## src/verilog/fkm_pkg.sv

```systemverilog
// fkm_pkg: constants and types of the flash key and margin command sequencer
// Behaviour
// - key command checks key enable first; disabled sets access error, no compare
// - key access enabled only when the two-bit enable field equals 10
// - key word 0 compares with stored word at 0x3_FF00, others in order
// - all four key words matching releases the security state
// - mismatch keeps security, sets access error, blocks later attempts until reset
// - command complete flag sets when key verification ends, any outcome
// - key command with index other than 100 at launch sets access error
// - user margin command applies level to the target, then sets complete flag
// - eeprom level affects eeprom reads only; pflash level affects both arrays
// - level 0x0000 normal, 0x0001 erased margin, 0x0002 programmed margin, others invalid
// - user margin command with index other than 001 sets access error
// - user margin command in a mode where unavailable sets access error
// - invalid block code or level on user margin sets access error
// - field margin command accepted only in special mode, sets level for both arrays
// - block code 00 is eeprom, 11 is pflash, 01 and 10 are invalid
package fkm_pkg;
    // register byte offsets
    localparam logic [7:0]  OFF_INDEX    = 8'h00;
    localparam logic [7:0]  OFF_DATA     = 8'h04;
    localparam logic [7:0]  OFF_STAT     = 8'h08;
    localparam logic [7:0]  OFF_SEC      = 8'h0C;
    localparam logic [7:0]  OFF_KEY0     = 8'h10;
    localparam logic [7:0]  OFF_KEY3     = 8'h1C;
    localparam logic [7:0]  OFF_MARGIN   = 8'h20;
    // status and security field positions
    localparam int          STAT_COMMAND_COMPLETE_FLAG    = 7;
    localparam int          STAT_ACCESS_ERROR_FLAG  = 5;
    localparam int          STAT_PROTECTION_VIOLATION_FLAG  = 4;
    localparam int          SEC_SPECIAL  = 8;
    localparam int          SEC_SECURED  = 9;
    localparam int          MARG_EE_LSB  = 4;
    // command codes and launch indices
    localparam logic [7:0]  CMD_KEY      = 8'h0C;
    localparam logic [7:0]  CMD_UMARG    = 8'h0D;
    localparam logic [7:0]  CMD_FMARG    = 8'h0E;
    localparam logic [2:0]  IDX_KEY      = 3'h4;
    localparam logic [2:0]  IDX_MARG     = 3'h1;
    localparam logic [1:0]  BACKDOOR_KEY_ENABLE_FIELD_ON     = 2'h2;
    localparam logic [1:0]  SEL_EE       = 2'h0;
    localparam logic [1:0]  SEL_PF       = 2'h3;
    localparam logic [15:0] LVL_MAX      = 16'h0002;
    // flash address of comparison key word 0
    localparam logic [17:0] KEY_ADDR     = 18'h3FF00;
    // reset values: erased configuration field
    localparam logic [15:0] KEY_RST      = 16'hFFFF;
    localparam logic [1:0]  BACKDOOR_KEY_ENABLE_FIELD_RST    = 2'h3;
    // execution time of one command
    localparam int          CLK_NS       = 4;
    localparam int          EXEC_NS      = 16;
    localparam logic [2:0]  EXEC_CYC     = 3'((EXEC_NS + CLK_NS - 1) / CLK_NS);
    localparam logic [1:0]  RESP_OKAY    = 2'h0;
    localparam logic [1:0]  RESP_SLVERR  = 2'h2;
    typedef enum logic [0:0] {
        ST_IDLE = 1'b0,
        ST_EXEC = 1'b1
    } fkm_state_t;
endpackage

```

## src/verilog/fkm_seq.sv

```systemverilog
// fkm_seq: key verification and margin command sequencer with AXI4-Lite slave
`timescale 1ns/100ps
module fkm_seq (
    input  wire logic        core_clk,
    input  wire logic        rstn,
    input  wire logic [7:0]  s_axi_awaddr,
    input  wire logic        s_axi_awvalid,
    output logic             s_axi_awready,
    input  wire logic [31:0] s_axi_wdata,
    input  wire logic [3:0]  s_axi_wstrb,
    input  wire logic        s_axi_wvalid,
    output logic             s_axi_wready,
    output logic [1:0]       s_axi_bresp,
    output logic             s_axi_bvalid,
    input  wire logic        s_axi_bready,
    input  wire logic [7:0]  s_axi_araddr,
    input  wire logic        s_axi_arvalid,
    output logic             s_axi_arready,
    output logic [31:0]      s_axi_rdata,
    output logic [1:0]       s_axi_rresp,
    output logic             s_axi_rvalid,
    input  wire logic        s_axi_rready,
    output logic             command_complete_flag,
    output logic             secured,
    output logic [1:0]       pflash_read_margin,
    output logic [1:0]       eeprom_read_margin
);
    typedef struct packed {
        fkm_pkg::fkm_state_t st;
        logic [2:0]          cnt;
        logic [2:0]          command_word_index;
        logic [2:0]          launch_idx;
        logic [7:0][15:0]    command_object_words;
        logic                command_complete_flag;
        logic                access_error_flag;
        logic                protection_violation_flag;
        logic [1:0]          backdoor_key_enable_field;
        logic                special;
        logic                secured;
        logic                key_fail;
        logic [3:0][15:0]    key;
        logic [1:0]          pf_marg;
        logic [1:0]          ee_marg;
        logic                aw_got;
        logic [7:0]          awaddr;
        logic                w_got;
        logic [31:0]         wdata;
        logic [3:0]          wstrb;
        logic                bvalid;
        logic [1:0]          bresp;
        logic                rvalid;
        logic [31:0]         rdata;
        logic [1:0]          rresp;
    } fkm_regs_t;

    fkm_regs_t st_ff;
    fkm_regs_t nxt_st;

    logic        wr_fire;
    logic [7:0]  wr_addr;
    logic        launch;
    logic        fin;
    logic [7:0]  code;
    logic [1:0]  sel;
    logic [15:0] lvl;
    logic        sel_ok;
    logic        lvl_ok;
    logic        key_match;
    logic        um_avail;
    logic        key_err;
    logic        um_err;
    logic        fm_err;

    // byte-lane merge of a 16-bit word
    function automatic logic [15:0] merge16(input logic [15:0] old, input logic [15:0] nw, input logic [1:0] strb);
        merge16 = {strb[1] ? nw[15:8] : old[15:8], strb[0] ? nw[7:0] : old[7:0]};
    endfunction

    // pending write and launch detection
    assign wr_fire = st_ff.aw_got && st_ff.w_got;
    assign wr_addr = {st_ff.awaddr[7:2], 2'b00};
    assign launch  = wr_fire && (wr_addr == fkm_pkg::OFF_STAT) && st_ff.wstrb[0]
                     && st_ff.wdata[fkm_pkg::STAT_COMMAND_COMPLETE_FLAG] && st_ff.command_complete_flag
                     && (st_ff.st == fkm_pkg::ST_IDLE);

    // command decode from the loaded command words
    assign fin       = (st_ff.st == fkm_pkg::ST_EXEC) && (st_ff.cnt == 3'h0);
    assign code      = st_ff.command_object_words[0][15:8];
    assign sel       = st_ff.command_object_words[0][1:0];
    assign lvl       = st_ff.command_object_words[1];
    assign sel_ok    = (sel == fkm_pkg::SEL_EE) || (sel == fkm_pkg::SEL_PF);
    assign lvl_ok    = (lvl <= fkm_pkg::LVL_MAX);
    assign key_match = (st_ff.command_object_words[1] == st_ff.key[0])
                    && (st_ff.command_object_words[2] == st_ff.key[1])
                    && (st_ff.command_object_words[3] == st_ff.key[2])
                    && (st_ff.command_object_words[4] == st_ff.key[3]);
    // user margin is unavailable while secured outside special mode
    assign um_avail  = st_ff.special || !st_ff.secured;
    assign key_err   = (st_ff.launch_idx != fkm_pkg::IDX_KEY)
                    || (st_ff.backdoor_key_enable_field != fkm_pkg::BACKDOOR_KEY_ENABLE_FIELD_ON)
                    || st_ff.key_fail;
    assign um_err    = (st_ff.launch_idx != fkm_pkg::IDX_MARG) || !um_avail || !sel_ok || !lvl_ok;
    assign fm_err    = (st_ff.launch_idx != fkm_pkg::IDX_MARG) || !st_ff.special || !sel_ok || !lvl_ok;

    // next-state logic: bus slave, register writes, command execution
    always_comb begin
        nxt_st = st_ff;
        // write channels
        if (s_axi_awvalid && s_axi_awready) begin
            nxt_st.aw_got = 1'b1;
            nxt_st.awaddr = s_axi_awaddr;
        end
        if (s_axi_wvalid && s_axi_wready) begin
            nxt_st.w_got = 1'b1;
            nxt_st.wdata = s_axi_wdata;
            nxt_st.wstrb = s_axi_wstrb;
        end
        if (st_ff.bvalid && s_axi_bready) begin
            nxt_st.bvalid = 1'b0;
        end
        if (wr_fire) begin
            nxt_st.aw_got = 1'b0;
            nxt_st.w_got  = 1'b0;
            nxt_st.bvalid = 1'b1;
            nxt_st.bresp  = fkm_pkg::RESP_OKAY;
            case (wr_addr)
                fkm_pkg::OFF_INDEX: begin
                    if (st_ff.command_complete_flag && st_ff.wstrb[0]) begin
                        nxt_st.command_word_index = st_ff.wdata[2:0];
                    end
                end
                fkm_pkg::OFF_DATA: begin
                    if (st_ff.command_complete_flag) begin
                        nxt_st.command_object_words[st_ff.command_word_index] =
                            merge16(st_ff.command_object_words[st_ff.command_word_index],
                                    st_ff.wdata[15:0], st_ff.wstrb[1:0]);
                    end
                end
                fkm_pkg::OFF_STAT: begin
                    if (st_ff.wstrb[0]) begin
                        if (st_ff.wdata[fkm_pkg::STAT_ACCESS_ERROR_FLAG]) begin
                            nxt_st.access_error_flag = 1'b0;
                        end
                        if (st_ff.wdata[fkm_pkg::STAT_PROTECTION_VIOLATION_FLAG]) begin
                            nxt_st.protection_violation_flag = 1'b0;
                        end
                    end
                    if (launch) begin
                        nxt_st.command_complete_flag = 1'b0;
                        nxt_st.launch_idx            = st_ff.command_word_index;
                        nxt_st.st                    = fkm_pkg::ST_EXEC;
                        nxt_st.cnt                   = fkm_pkg::EXEC_CYC - 3'h1;
                    end
                end
                fkm_pkg::OFF_SEC: begin
                    if (st_ff.command_complete_flag) begin
                        if (st_ff.wstrb[0]) begin
                            nxt_st.backdoor_key_enable_field = st_ff.wdata[1:0];
                        end
                        if (st_ff.wstrb[1]) begin
                            nxt_st.special = st_ff.wdata[fkm_pkg::SEC_SPECIAL];
                        end
                    end
                end
                fkm_pkg::OFF_MARGIN: begin
                    nxt_st.bresp = fkm_pkg::RESP_OKAY; // read-only, write ignored
                end
                default: begin
                    if (wr_addr >= fkm_pkg::OFF_KEY0 && wr_addr <= fkm_pkg::OFF_KEY3) begin
                        nxt_st.key[wr_addr[3:2]] = merge16(st_ff.key[wr_addr[3:2]], st_ff.wdata[15:0],
                                                           st_ff.wstrb[1:0]);
                    end else begin
                        nxt_st.bresp = fkm_pkg::RESP_SLVERR;
                    end
                end
            endcase
        end
        // read channel
        if (st_ff.rvalid && s_axi_rready) begin
            nxt_st.rvalid = 1'b0;
        end
        if (s_axi_arvalid && s_axi_arready) begin
            nxt_st.rvalid = 1'b1;
            nxt_st.rresp  = fkm_pkg::RESP_OKAY;
            nxt_st.rdata  = 32'h0000_0000;
            case ({s_axi_araddr[7:2], 2'b00})
                fkm_pkg::OFF_INDEX:  nxt_st.rdata[2:0] = st_ff.command_word_index;
                fkm_pkg::OFF_DATA:   nxt_st.rdata[15:0] = st_ff.command_object_words[st_ff.command_word_index];
                fkm_pkg::OFF_STAT: begin
                    nxt_st.rdata[fkm_pkg::STAT_COMMAND_COMPLETE_FLAG]   = st_ff.command_complete_flag;
                    nxt_st.rdata[fkm_pkg::STAT_ACCESS_ERROR_FLAG] = st_ff.access_error_flag;
                    nxt_st.rdata[fkm_pkg::STAT_PROTECTION_VIOLATION_FLAG] = st_ff.protection_violation_flag;
                end
                fkm_pkg::OFF_SEC: begin
                    nxt_st.rdata[1:0]                  = st_ff.backdoor_key_enable_field;
                    nxt_st.rdata[fkm_pkg::SEC_SPECIAL] = st_ff.special;
                    nxt_st.rdata[fkm_pkg::SEC_SECURED] = st_ff.secured;
                end
                fkm_pkg::OFF_MARGIN: begin
                    nxt_st.rdata[1:0] = st_ff.pf_marg;
                    nxt_st.rdata[fkm_pkg::MARG_EE_LSB +: 2] = st_ff.ee_marg;
                end
                default: begin
                    if (s_axi_araddr >= fkm_pkg::OFF_KEY0 && s_axi_araddr <= fkm_pkg::OFF_KEY3 + 8'h03) begin
                        nxt_st.rdata[15:0] = st_ff.key[s_axi_araddr[3:2]];
                    end else begin
                        nxt_st.rresp = fkm_pkg::RESP_SLVERR;
                    end
                end
            endcase
        end
        // command execution; error sets come last so they win over a clear
        if (st_ff.st == fkm_pkg::ST_EXEC) begin
            if (st_ff.cnt != 3'h0) begin
                nxt_st.cnt = st_ff.cnt - 3'h1;
            end else begin
                nxt_st.st                    = fkm_pkg::ST_IDLE;
                nxt_st.command_complete_flag = 1'b1;
                case (code)
                    fkm_pkg::CMD_KEY: begin
                        if (key_err) begin
                            nxt_st.access_error_flag = 1'b1;
                        end else if (key_match) begin
                            nxt_st.secured = 1'b0;
                        end else begin
                            nxt_st.access_error_flag = 1'b1;
                            nxt_st.key_fail          = 1'b1;
                        end
                    end
                    fkm_pkg::CMD_UMARG, fkm_pkg::CMD_FMARG: begin
                        if ((code == fkm_pkg::CMD_UMARG) ? um_err : fm_err) begin
                            nxt_st.access_error_flag = 1'b1;
                        end else begin
                            nxt_st.ee_marg = lvl[1:0];
                            if (sel == fkm_pkg::SEL_PF || code == fkm_pkg::CMD_FMARG) begin
                                nxt_st.pf_marg = lvl[1:0];
                            end
                        end
                    end
                    default: nxt_st.access_error_flag = 1'b1;
                endcase
            end
        end
    end

    // state register
    always_ff @(posedge core_clk or negedge rstn) begin
        if (!rstn) begin
            st_ff                           <= '0;
            st_ff.st                        <= fkm_pkg::ST_IDLE;
            st_ff.command_complete_flag     <= 1'b1;
            st_ff.backdoor_key_enable_field <= fkm_pkg::BACKDOOR_KEY_ENABLE_FIELD_RST;
            st_ff.secured                   <= 1'b1;
            st_ff.key                       <= {4{fkm_pkg::KEY_RST}};
        end else begin
            st_ff <= nxt_st;
        end
    end

    // bus handshakes and outputs
    assign s_axi_awready         = !st_ff.aw_got && !st_ff.bvalid;
    assign s_axi_wready          = !st_ff.w_got && !st_ff.bvalid;
    assign s_axi_arready         = !st_ff.rvalid;
    assign s_axi_bvalid          = st_ff.bvalid;
    assign s_axi_bresp           = st_ff.bresp;
    assign s_axi_rvalid          = st_ff.rvalid;
    assign s_axi_rdata           = st_ff.rdata;
    assign s_axi_rresp           = st_ff.rresp;
    assign command_complete_flag = st_ff.command_complete_flag;
    assign secured               = st_ff.secured;
    assign pflash_read_margin    = st_ff.pf_marg;
    assign eeprom_read_margin    = st_ff.ee_marg;
endmodule
```

## config.mk

```make
export PLATFORM = sky130hd
export DESIGN_NAME = fkm_seq
export DESIGN_NICKNAME = d
export VERILOG_FILES = /design/src/verilog/fkm_pkg.sv /design/src/verilog/fkm_seq.sv
export SDC_FILE = /design/constraint.sdc
export NUM_CORES = 1
export LEC_CHECK = 0
export ABC_AREA = 1
export BUFFER_PORTS_ARGS = -buffer_cell sky130_fd_sc_hd__buf_4
export CAP_MARGIN = 20
export CORE_ASPECT_RATIO = 1.5
export CORE_UTILIZATION = 34
export DETAILED_ROUTE_END_ITERATION = 10
export GPL_TIMING_DRIVEN = 0
export PLACE_DENSITY_LB_ADDON = 0.25
export SKIP_CTS_REPAIR_TIMING = 1
export SLEW_MARGIN = 10
export SYNTH_ARGS = -nofsm -noshare
export SYNTH_HDL_FRONTEND = slang
export SYNTH_SLANG_ARGS = --single-unit
```

## constraint.sdc

```tcl
create_clock -name core_clk -period 2.4 [get_ports core_clk]
set_input_delay 0.36 -clock core_clk [delete_from_list [all_inputs] [get_ports core_clk]]
set_output_delay 0.36 -clock core_clk [all_outputs]
set_load 0.005 [all_outputs]
```

==> metrics.yaml, run 1 <==
fin_skew_ns: 0.0167
grt_max_degree: 84
netlist_instances: 1914
viasPerCell: 5.08
wire_per_inst_um: 21.2
synth_seq_cells: 259
finish.net_count: 2100
synth_edf_count: 0
tritoncts: "done"
syn-cell-area_um2: 13900
avgSynthCellArea_um2: 7.27
async_flop_share: 1.00
drive_above_1_share: 0.168
reg2reg_from: "st_ff[293]"
ant_nets: 0
slew_headroom: 0.361
synth_ff_type: "dfrtp_1"
io_buffers: 65
cts.path.max_buffers: 3
rows: 90
drtIter0Drc: 1206
p_sw_frac: 0.388
arrival_ns: 2.79
io_pins: 106
grt_pass1_vias: 12941
instances_no_fill: 2564
yosys-top-cells-area: "dfrtp_1 (34%), nand2_1 (23%), dfstp_2 (13%)"
hp-class: "input port to register"
path_class: "register to register"
critPathMaxFanout: 10
p_comb_frac: 0.320
synth_top_area_frac: 0.343
cp-startpoint: "st_ff[293]"
seq_power_share: 0.387
grt.total_usage: 0.262
yosysUniqueCellTypes: 45
clkLatencyLatePin_ns: 0.57
ir_drop_mv: 0.508
fmax_mhz: 427
cap_violations: 0
setup_viol: 0
start_kind: "register"
internal_power_mw: 9.49
worst_pin_slew_ns: 0.959
hold_viol_final: 1
post-place-ws_ns: -0.421
grt_first_pass_wirelength_mm: 81.0
rsz0062_at_grt: "true"
grt_antenna_before_repair: 0
clkSinkCount: 259
routed_wl_mm: 54.2
die-area_um2: 41800
place_hpwl_mm: 42.5
fin_crit_ns: 2.34
hold_start: "s_axi_rready"
start_util: 0.345
finalCritPeriodShare: 0.976
power.leakage_nw: 8.01
critPathCaptureType: "register"
p_sw_mw: 6.02
clockRootBuffer: "clkbuf_16"
place.gp.congestion: 0.967
path_clk_slew_ns: 0.07
die_x_um: 167
overflow: 0
utilization: 0.409
power_frac_clock: 0.292
coreArea_um2: 40300
dr.pass1.iters: 5
critPathRequiredTime_ns: 2.84
htree_levels: 1
vias: 13032
die_h_um: 250
ys_seq_area_frac: 0.472
violations: "negative hold slack"
yosysWarningCount: 0
holdWs_ns: -0.00896
fin_ws_ns: 0.0571
area_delta_synth_final_pct: 18.4
outcome: "finished with violations"
powerDensity_nw_per_um2: 941
dp.cells: 2505
route.detailed.drc: 0
finalSetupTns_ns: 0
yosys.area.top_type: "dfrtp_1"
finalMaxSlewViolations: 0
cts_buffers: 26
antenna_cells: 0
cell usage after synthesis (10+ instances only):
library cell	number
nand2_1	852
dfrtp_1	191
inv_1	183
o21ai_0	148
nor2_1	123
dfstp_2	68
a21oi_1	60
buf_4	45
clkbuf_1	29
nand3_1	25
o2111ai_1	24
buf_2	22
o22ai_1	18
xor2_1	18
nand4_1	13
inv_2	10
stage by stage:
stage | instance area [um^2] | total power, mW
2_1_floorplan | 14000 | 8.66
3_3_place_gp | 15100 | 10.7
3_5_place_dp | 15200 | 10.8
4_1_cts | 16100 | 15.3
5_1_grt | 16500 | 16.3
6_report | 16500 | 15.5
registers in the layout, indices dropped and copies added (netlist names):
register               flops
st_ff                    207
lvl                       16
s_axi_rdata               16
code                       8
eeprom_read_margin         2
pflash_read_margin         2
sel                        2
command_complete_flag      1
s_axi_bresp                1
s_axi_bvalid               1
s_axi_rresp                1
s_axi_rvalid               1
secured                    1
layer usage:
metal | vias up | global-route usage | part of all wire
met5 | - | 0 | 0
met4 | 0 | 0.166 | 0.068
met3 | 160 | 0.0214 | 0.047
met2 | 473 | 0.467 | 0.50
met1 | 6178 | 0.303 | 0.38
li1 | 6221 | - | -
worst paths after layout:
path / to / slack, ns / depth (start not counted)
max: code[2] / 0.06 / 11
min: s_axi_rvalid / -0.009 / 2
max reg2reg: code[2] / 0.06 / 11
min reg2reg: secured / 0.47 / 2
max in group asynchronous: st_ff[146] / 0.58 / 5
min in group asynchronous: st_ff[208] / 0.27 / 2
logic make-up after synthesis:
| group | count (synthesis) | share of synthesized area |
|---|---|---|
| compound gates | 280 | 0.113 |
| xor+xnor | 19 | 0.0120 |
| fa+ha+maj | 3 | 0.00270 |
| buf+inv | 296 | 0.0945 |
| flops | 259 | 0.472 |
| mux | 8 | 0.00638 |
| other cells | 1 | 0.000270 |
| simple gates | 1048 | 0.300 |
layout by cell type (no fill, tap or decap), drive strengths merged, types with 13 or more instances in the layout:
cell     count
inv        190
nand4       13
o21ai      161
nand3       27
nand2      853
dfrtp      191
dfstp       68
a21oi       61
nor2       131
conb        18
clkbuf      74
buf        146
o22ai       18
o2111ai     24
xor2        18
power groups by stage:
| stage | clock (mW) | sequential, mW | combinational [mW] |
|---|---|---|---|
| floorplan | 0 | 5.79 | 2.86 |
| global placement | 0 | 6.03 | 4.72 |
| detailed placement | 0 | 6.04 | 4.77 |
| CTS | 4.59 | 5.98 | 4.78 |
| global route | 4.74 | 6.10 | 5.42 |
| finish | 4.53 | 6.01 | 4.97 |
critical path, cell delays in order (launching register included):
cell,delay [ns]
dfrtp_1,0.42
buf_6,0.22
inv_1,0.18
nand2_4,0.17
buf_6,0.19
a21oi_1,0.06
nor3b_1,0.21
nand3_1,0.23
nand2_1,0.17
o21ai_4,0.15
nand2_1,0.14
nand2_1,0.06
final cells by class:
cell class | instances | area [um^2]
buffer | 101 | 629
sequential | 259 | 6570
tap | 506 | 633
timing repair buffer | 79 | 676
clock buffer | 41 | 818
fill | 4214 | 23800
inverter | 195 | 746
clock inverter | 7 | 115
multi-input combinational | 1376 | 6290
(Power assumes the default switching activity.)
==> inputs of run 2 (changes only) <==
Settings changed: CORE_MARGIN set to 3, CTS_BUF_LIST set to sky130_fd_sc_hd__clkbuf_2 sky130_fd_sc_hd__clkbuf_4 sky130_fd_sc_hd__clkbuf_8.
==> run 2 against run 1 <==
Worst setup slack worse by 0.096 ns; non-clock buffer count rose by 4; largest power group unchanged; the run ends with negative hold slack, negative setup slack left; highest routed layer unchanged; first-iteration DRC count is 2.7% higher.
==> metrics.yaml, run 2 (same netlist as run 1, synthesis figures left out) <==
worst_pin_slew_ns: 0.983
route.detailed.drc: 0
critPathRequiredTime_ns: 2.89
worstReg2RegEnd: "st_ff[99]"
path_class: "register to register"
critPathCaptureType: "register"
grt_first_pass_wirelength_mm: 78.6
viasPerCell: 5.10
overflow: 0
instances_no_fill: 2599
hold_end: "s_axi_rvalid"
drtIter0Drc: 1238
arrival_ns: 2.93
dp.cells: 2504
dr.pass1.iters: 7
wire_per_inst_um: 20.6
power.total_mw: 15.1
io_pins: 106
fin_skew_ns: 0.0215
routed_wl_mm: 53.6
hold_viol_final: 1
cts.path.max_buffers: 3
clkSinkCount: 259
violations: "negative hold slack, negative setup slack"
grt_antenna_before_repair: 2
die-area_um2: 43400
ant_nets: 0
grt.total_usage: 0.243
fin_ws_ns: -0.0387
grt_pass1_vias: 12789
cts_buffers: 42
vias: 13244
coreArea_um2: 40300
place.gp.congestion: 0.959
grt_max_degree: 102
n_fill_cell: 4215
area_delta_synth_final_pct: 17.8
drive_above_1_share: 0.181
setup_viol: 10
reg2reg_from: "st_ff[78]"
register_area_um2: 6570
post-place-ws_ns: -0.396
multi_input_area_um2: 6230
tritoncts: "done"
rows: 90
die_h_um: 254
largest_register_ffs: 207
ir_drop_mv: 0.332
critPathMaxFanout: 10
holdWs_ns: -0.0158
fin_crit_ns: 2.44
power.leakage_nw: 8.03
io_buffers: 65
start_util: 0.345
final_common_cell: "nand2_1"
finalSetupTns_ns: -0.137
powerDensity_nw_per_um2: 923
slew_headroom: 0.340
start_kind: "register"
outcome: "finished with violations"
htree_levels: 2
finalCritPeriodShare: 1.02
finish.net_count: 2120
finalMaxSlewViolations: 0
die_x_um: 171
ff2ff_path_depth: 8
cap_violations: 0
regToRegSetupSlack_ns: -0.04
clkLatencyLatePin_ns: 0.58
path_clk_slew_ns: 0.06
rsz0062_at_grt: "true"
hold_depth: 2
place_hpwl_mm: 41.7
top_register: "st_ff"
clockRootBuffer: "clkbuf_8"
hp-class: "input port to register"
final_cell_mix: "nand2_1 (843), dfrtp_1 (190), inv_1 (180), o21ai_0 (148), buf_4 (121)"
hold_start: "s_axi_rready"
fmax_mhz: 410
run 2: changes by cell type in the layout (fill, tap and decap cells not counted), moves of 3 or more:
cell / delta
clkbuf_8: +38
clkbuf_4: +29
clkbuf_16: -27
clkbuf_1: -7
buf_4: +5
nand3_1: +3
run 2: worst max path at each step:
stage                          end  depth (start not counted)             from
CTS                      st_ff[99]                          7        st_ff[78]
finish                   st_ff[99]                          8        st_ff[78]
global route            st_ff[219]                         13       st_ff[292]
global placement        st_ff[224]                          1             rstn
detailed placement  s_axi_rdata[9]                         11  s_axi_araddr[6]
floorplan                   lvl[7]                         10        st_ff[78]
run 2: worst max-delay path, cell delays in order (launching register included):
cell and delay (ns):
dfrtp_1 0.32, buf_2 0.24, nor2_4 0.14, nand3_1 0.13, nand4_1 0.34, nor3_2 0.58, buf_2 0.42, nand2_1 0.07
o21ai_0 0.10
run 2: layout make-up:
class,count,area share
sequential,259,0.401
multi-input combinational,1376,0.380
clock buffer,76,0.0528
inverter,195,0.0455
timing repair buffer,83,0.0421
tap,506,0.0386
buffer,101,0.0379
clock inverter,1,0.00183
antenna,2,0.000305
run 2: layer usage:
metal / global-route usage / wire, um
met1: 0.275 / 19500
met4: 0.160 / 3940
met3: 0.0294 / 3210
met5: 0 / 0
met2: 0.428 / 26900
run 2: where the power goes:
part           switching (mW)  internal [mW]
Combinational            3.46           1.46
Clock                    1.85           2.34
Sequential              0.659           5.36
Total                    5.97           9.16
run 2: stage by stage:
step | utilization | hold WS, ns | area, um^2
6_report | 0.407 | -0.0158 | 16400
5_1_grt | 0.406 | 0.00153 | 16400
4_1_cts | 0.398 | -0.303 | 16100
3_5_place_dp | 0.376 | 0.321 | 15200
3_3_place_gp | 0.375 | 0.455 | 15100
2_1_floorplan | - | 0.0644 | 14000
==> inputs of run 3 (changes only) <==
Settings changed: RECOVER_POWER set to 100.
==> run 3 against run 2 <==
The run ends with negative hold slack left; largest cell class unchanged; sequential power hardly changed; count of clock-buffer cells in the layout stayed put; wire length is 0.14% higher; largest power group unchanged; combinational power hardly changed; maximum frequency is 3.6% higher.
==> metrics.yaml, run 3 (same netlist as run 1, synthesis figures left out) <==
outcome: "finished with violations"
violations: "negative hold slack"
wire_per_inst_um: 20.7
holdWs_ns: -0.0182
overflow: 0
hold_viol_final: 1
critPathRequiredTime_ns: 2.89
fin_crit_ns: 2.35
crit_path_frequent_cell: "buf_2"
largest_register_ffs: 207
slew_headroom: 0.343
grt.total_usage: 0.243
final_common_cell: "nand2_1"
setup_viol: 0
grt_pass1_vias: 12789
io_buffers: 65
top_register: "st_ff"
start_kind: "register"
fin_skew_ns: 0.0232
routed_wl_mm: 53.7
finalCritPeriodShare: 0.981
grt_antenna_before_repair: 2
clkSinkCount: 259
cts.path.max_buffers: 3
path_cells: "buf_2, nor2_4, nand3_1, nand4_1, nor3_2, buf_2, nand2_1, o21ai_0"
vias: 13178
path_class: "register to register"
slowest_delay_ns: 0.53
grt_first_pass_wirelength_mm: 78.6
postPlaceCellArea_um2: 15200
power.leakage_nw: 8.02
ant_nets: 0
area_delta_synth_final_pct: 17.7
coreArea_um2: 40300
critPathMaxFanout: 10
cts_buffers: 42
powerDensity_nw_per_um2: 923
die-area_um2: 43400
place.gp.congestion: 0.959
dr.pass1.iters: 5
final_cell_mix: "nand2_1 (843), dfrtp_1 (190), inv_1 (180), o21ai_0 (148), nor2_1 (119)"
fin_area_um2: 16400
grt_max_degree: 102
arrival_ns: 2.85
cap_violations: 0
route.detailed.drc: 0
worst_pin_slew_ns: 0.978
viasPerCell: 5.07
fmax_mhz: 425
rsz0062_at_grt: "true"
place_hpwl_mm: 41.7
clockRootBuffer: "clkbuf_8"
die_h_um: 254
io_pins: 106
drive_above_1_share: 0.179
path_clk_slew_ns: 0.07
hp-class: "input port to register"
start_util: 0.345
finish.net_count: 2120
ir_drop_mv: 0.333
crit_slowest_cell: "nor3_2"
clkLatencyLatePin_ns: 0.58
critPathCaptureType: "register"
drtIter0Drc: 1217
die_x_um: 171
rows: 90
tritoncts: "done"
finalMaxSlewViolations: 0
htree_levels: 2
-- run 3: cell count changes in the layout (fill, tap and decap cells not counted) --
cell	previous run	this run
clkbuf_1	14	16
buf_4	121	94
clkbuf_4	34	59
dfstp_2	68	66
dfstp_1	0	2
-- run 3: final cells by class --
type,instances,area (um^2)
Multi-Input combinational cell,1376,6230
Antenna cell,2,5.00
Timing Repair Buffer,83,683
Sequential cell,259,6570
Fill cell,4216,23900
Tap cell,506,633
Clock inverter,1,30.0
Inverter,195,746
Clock buffer,76,865
Buffer,101,621
-- run 3: critical path: cells and delay by family (launching register included) --
family          cells  cell delay [ns]
flops               1             0.32
simple gates        5             1.18
compound gates      1             0.10
buf+inv             2             0.65
-- run 3: path summary, 6_finish.rpt --
kind,startpoint,endpoint,slack (ns),cells after the start
worst max-delay path,st_ff[78],st_ff[99],0.05,8
worst min-delay path,s_axi_rready,s_axi_rvalid,-0.02,2
worst max register to register,st_ff[78],st_ff[99],0.05,8
worst min register to register,st_ff[254],st_ff[254],0.48,2
max in group asynchronous,rstn,st_ff[291],0.67,4
min in group asynchronous,rstn,st_ff[53],0.30,2
-- run 3: metal layers --
layer,up-vias,wire [um],GRT usage
met5,-,0,0
met4,0,3920,0.160
met3,183,3180,0.0294
met2,528,26900,0.428
met1,6213,19700,0.275
li1,6254,-,-
-- run 3: stage by stage --
step | setup TNS, ns | std cells | setup slack [ns] | power (mW) | util
floorplan | 0 | 1931 | 0.677 | 8.66 | -
global placement | -309.05 | 2502 | -1.33 | 10.7 | 0.375
detailed placement | -33.36 | 2504 | -0.396 | 10.8 | 0.376
CTS | -34.12 | 2581 | -0.366 | 15.0 | 0.398
global route | -0.652 | 2598 | -0.0430 | 15.9 | 0.406
finish | 0 | 2599 | 0.0464 | 15.1 | 0.406
-- run 3: report_power, final --
group | internal [mW] | switching [mW] | leakage [nW]
clock | 2.34 | 1.85 | 0.485
sequential | 5.36 | 0.658 | 3.26
combinational | 1.44 | 3.47 | 4.27
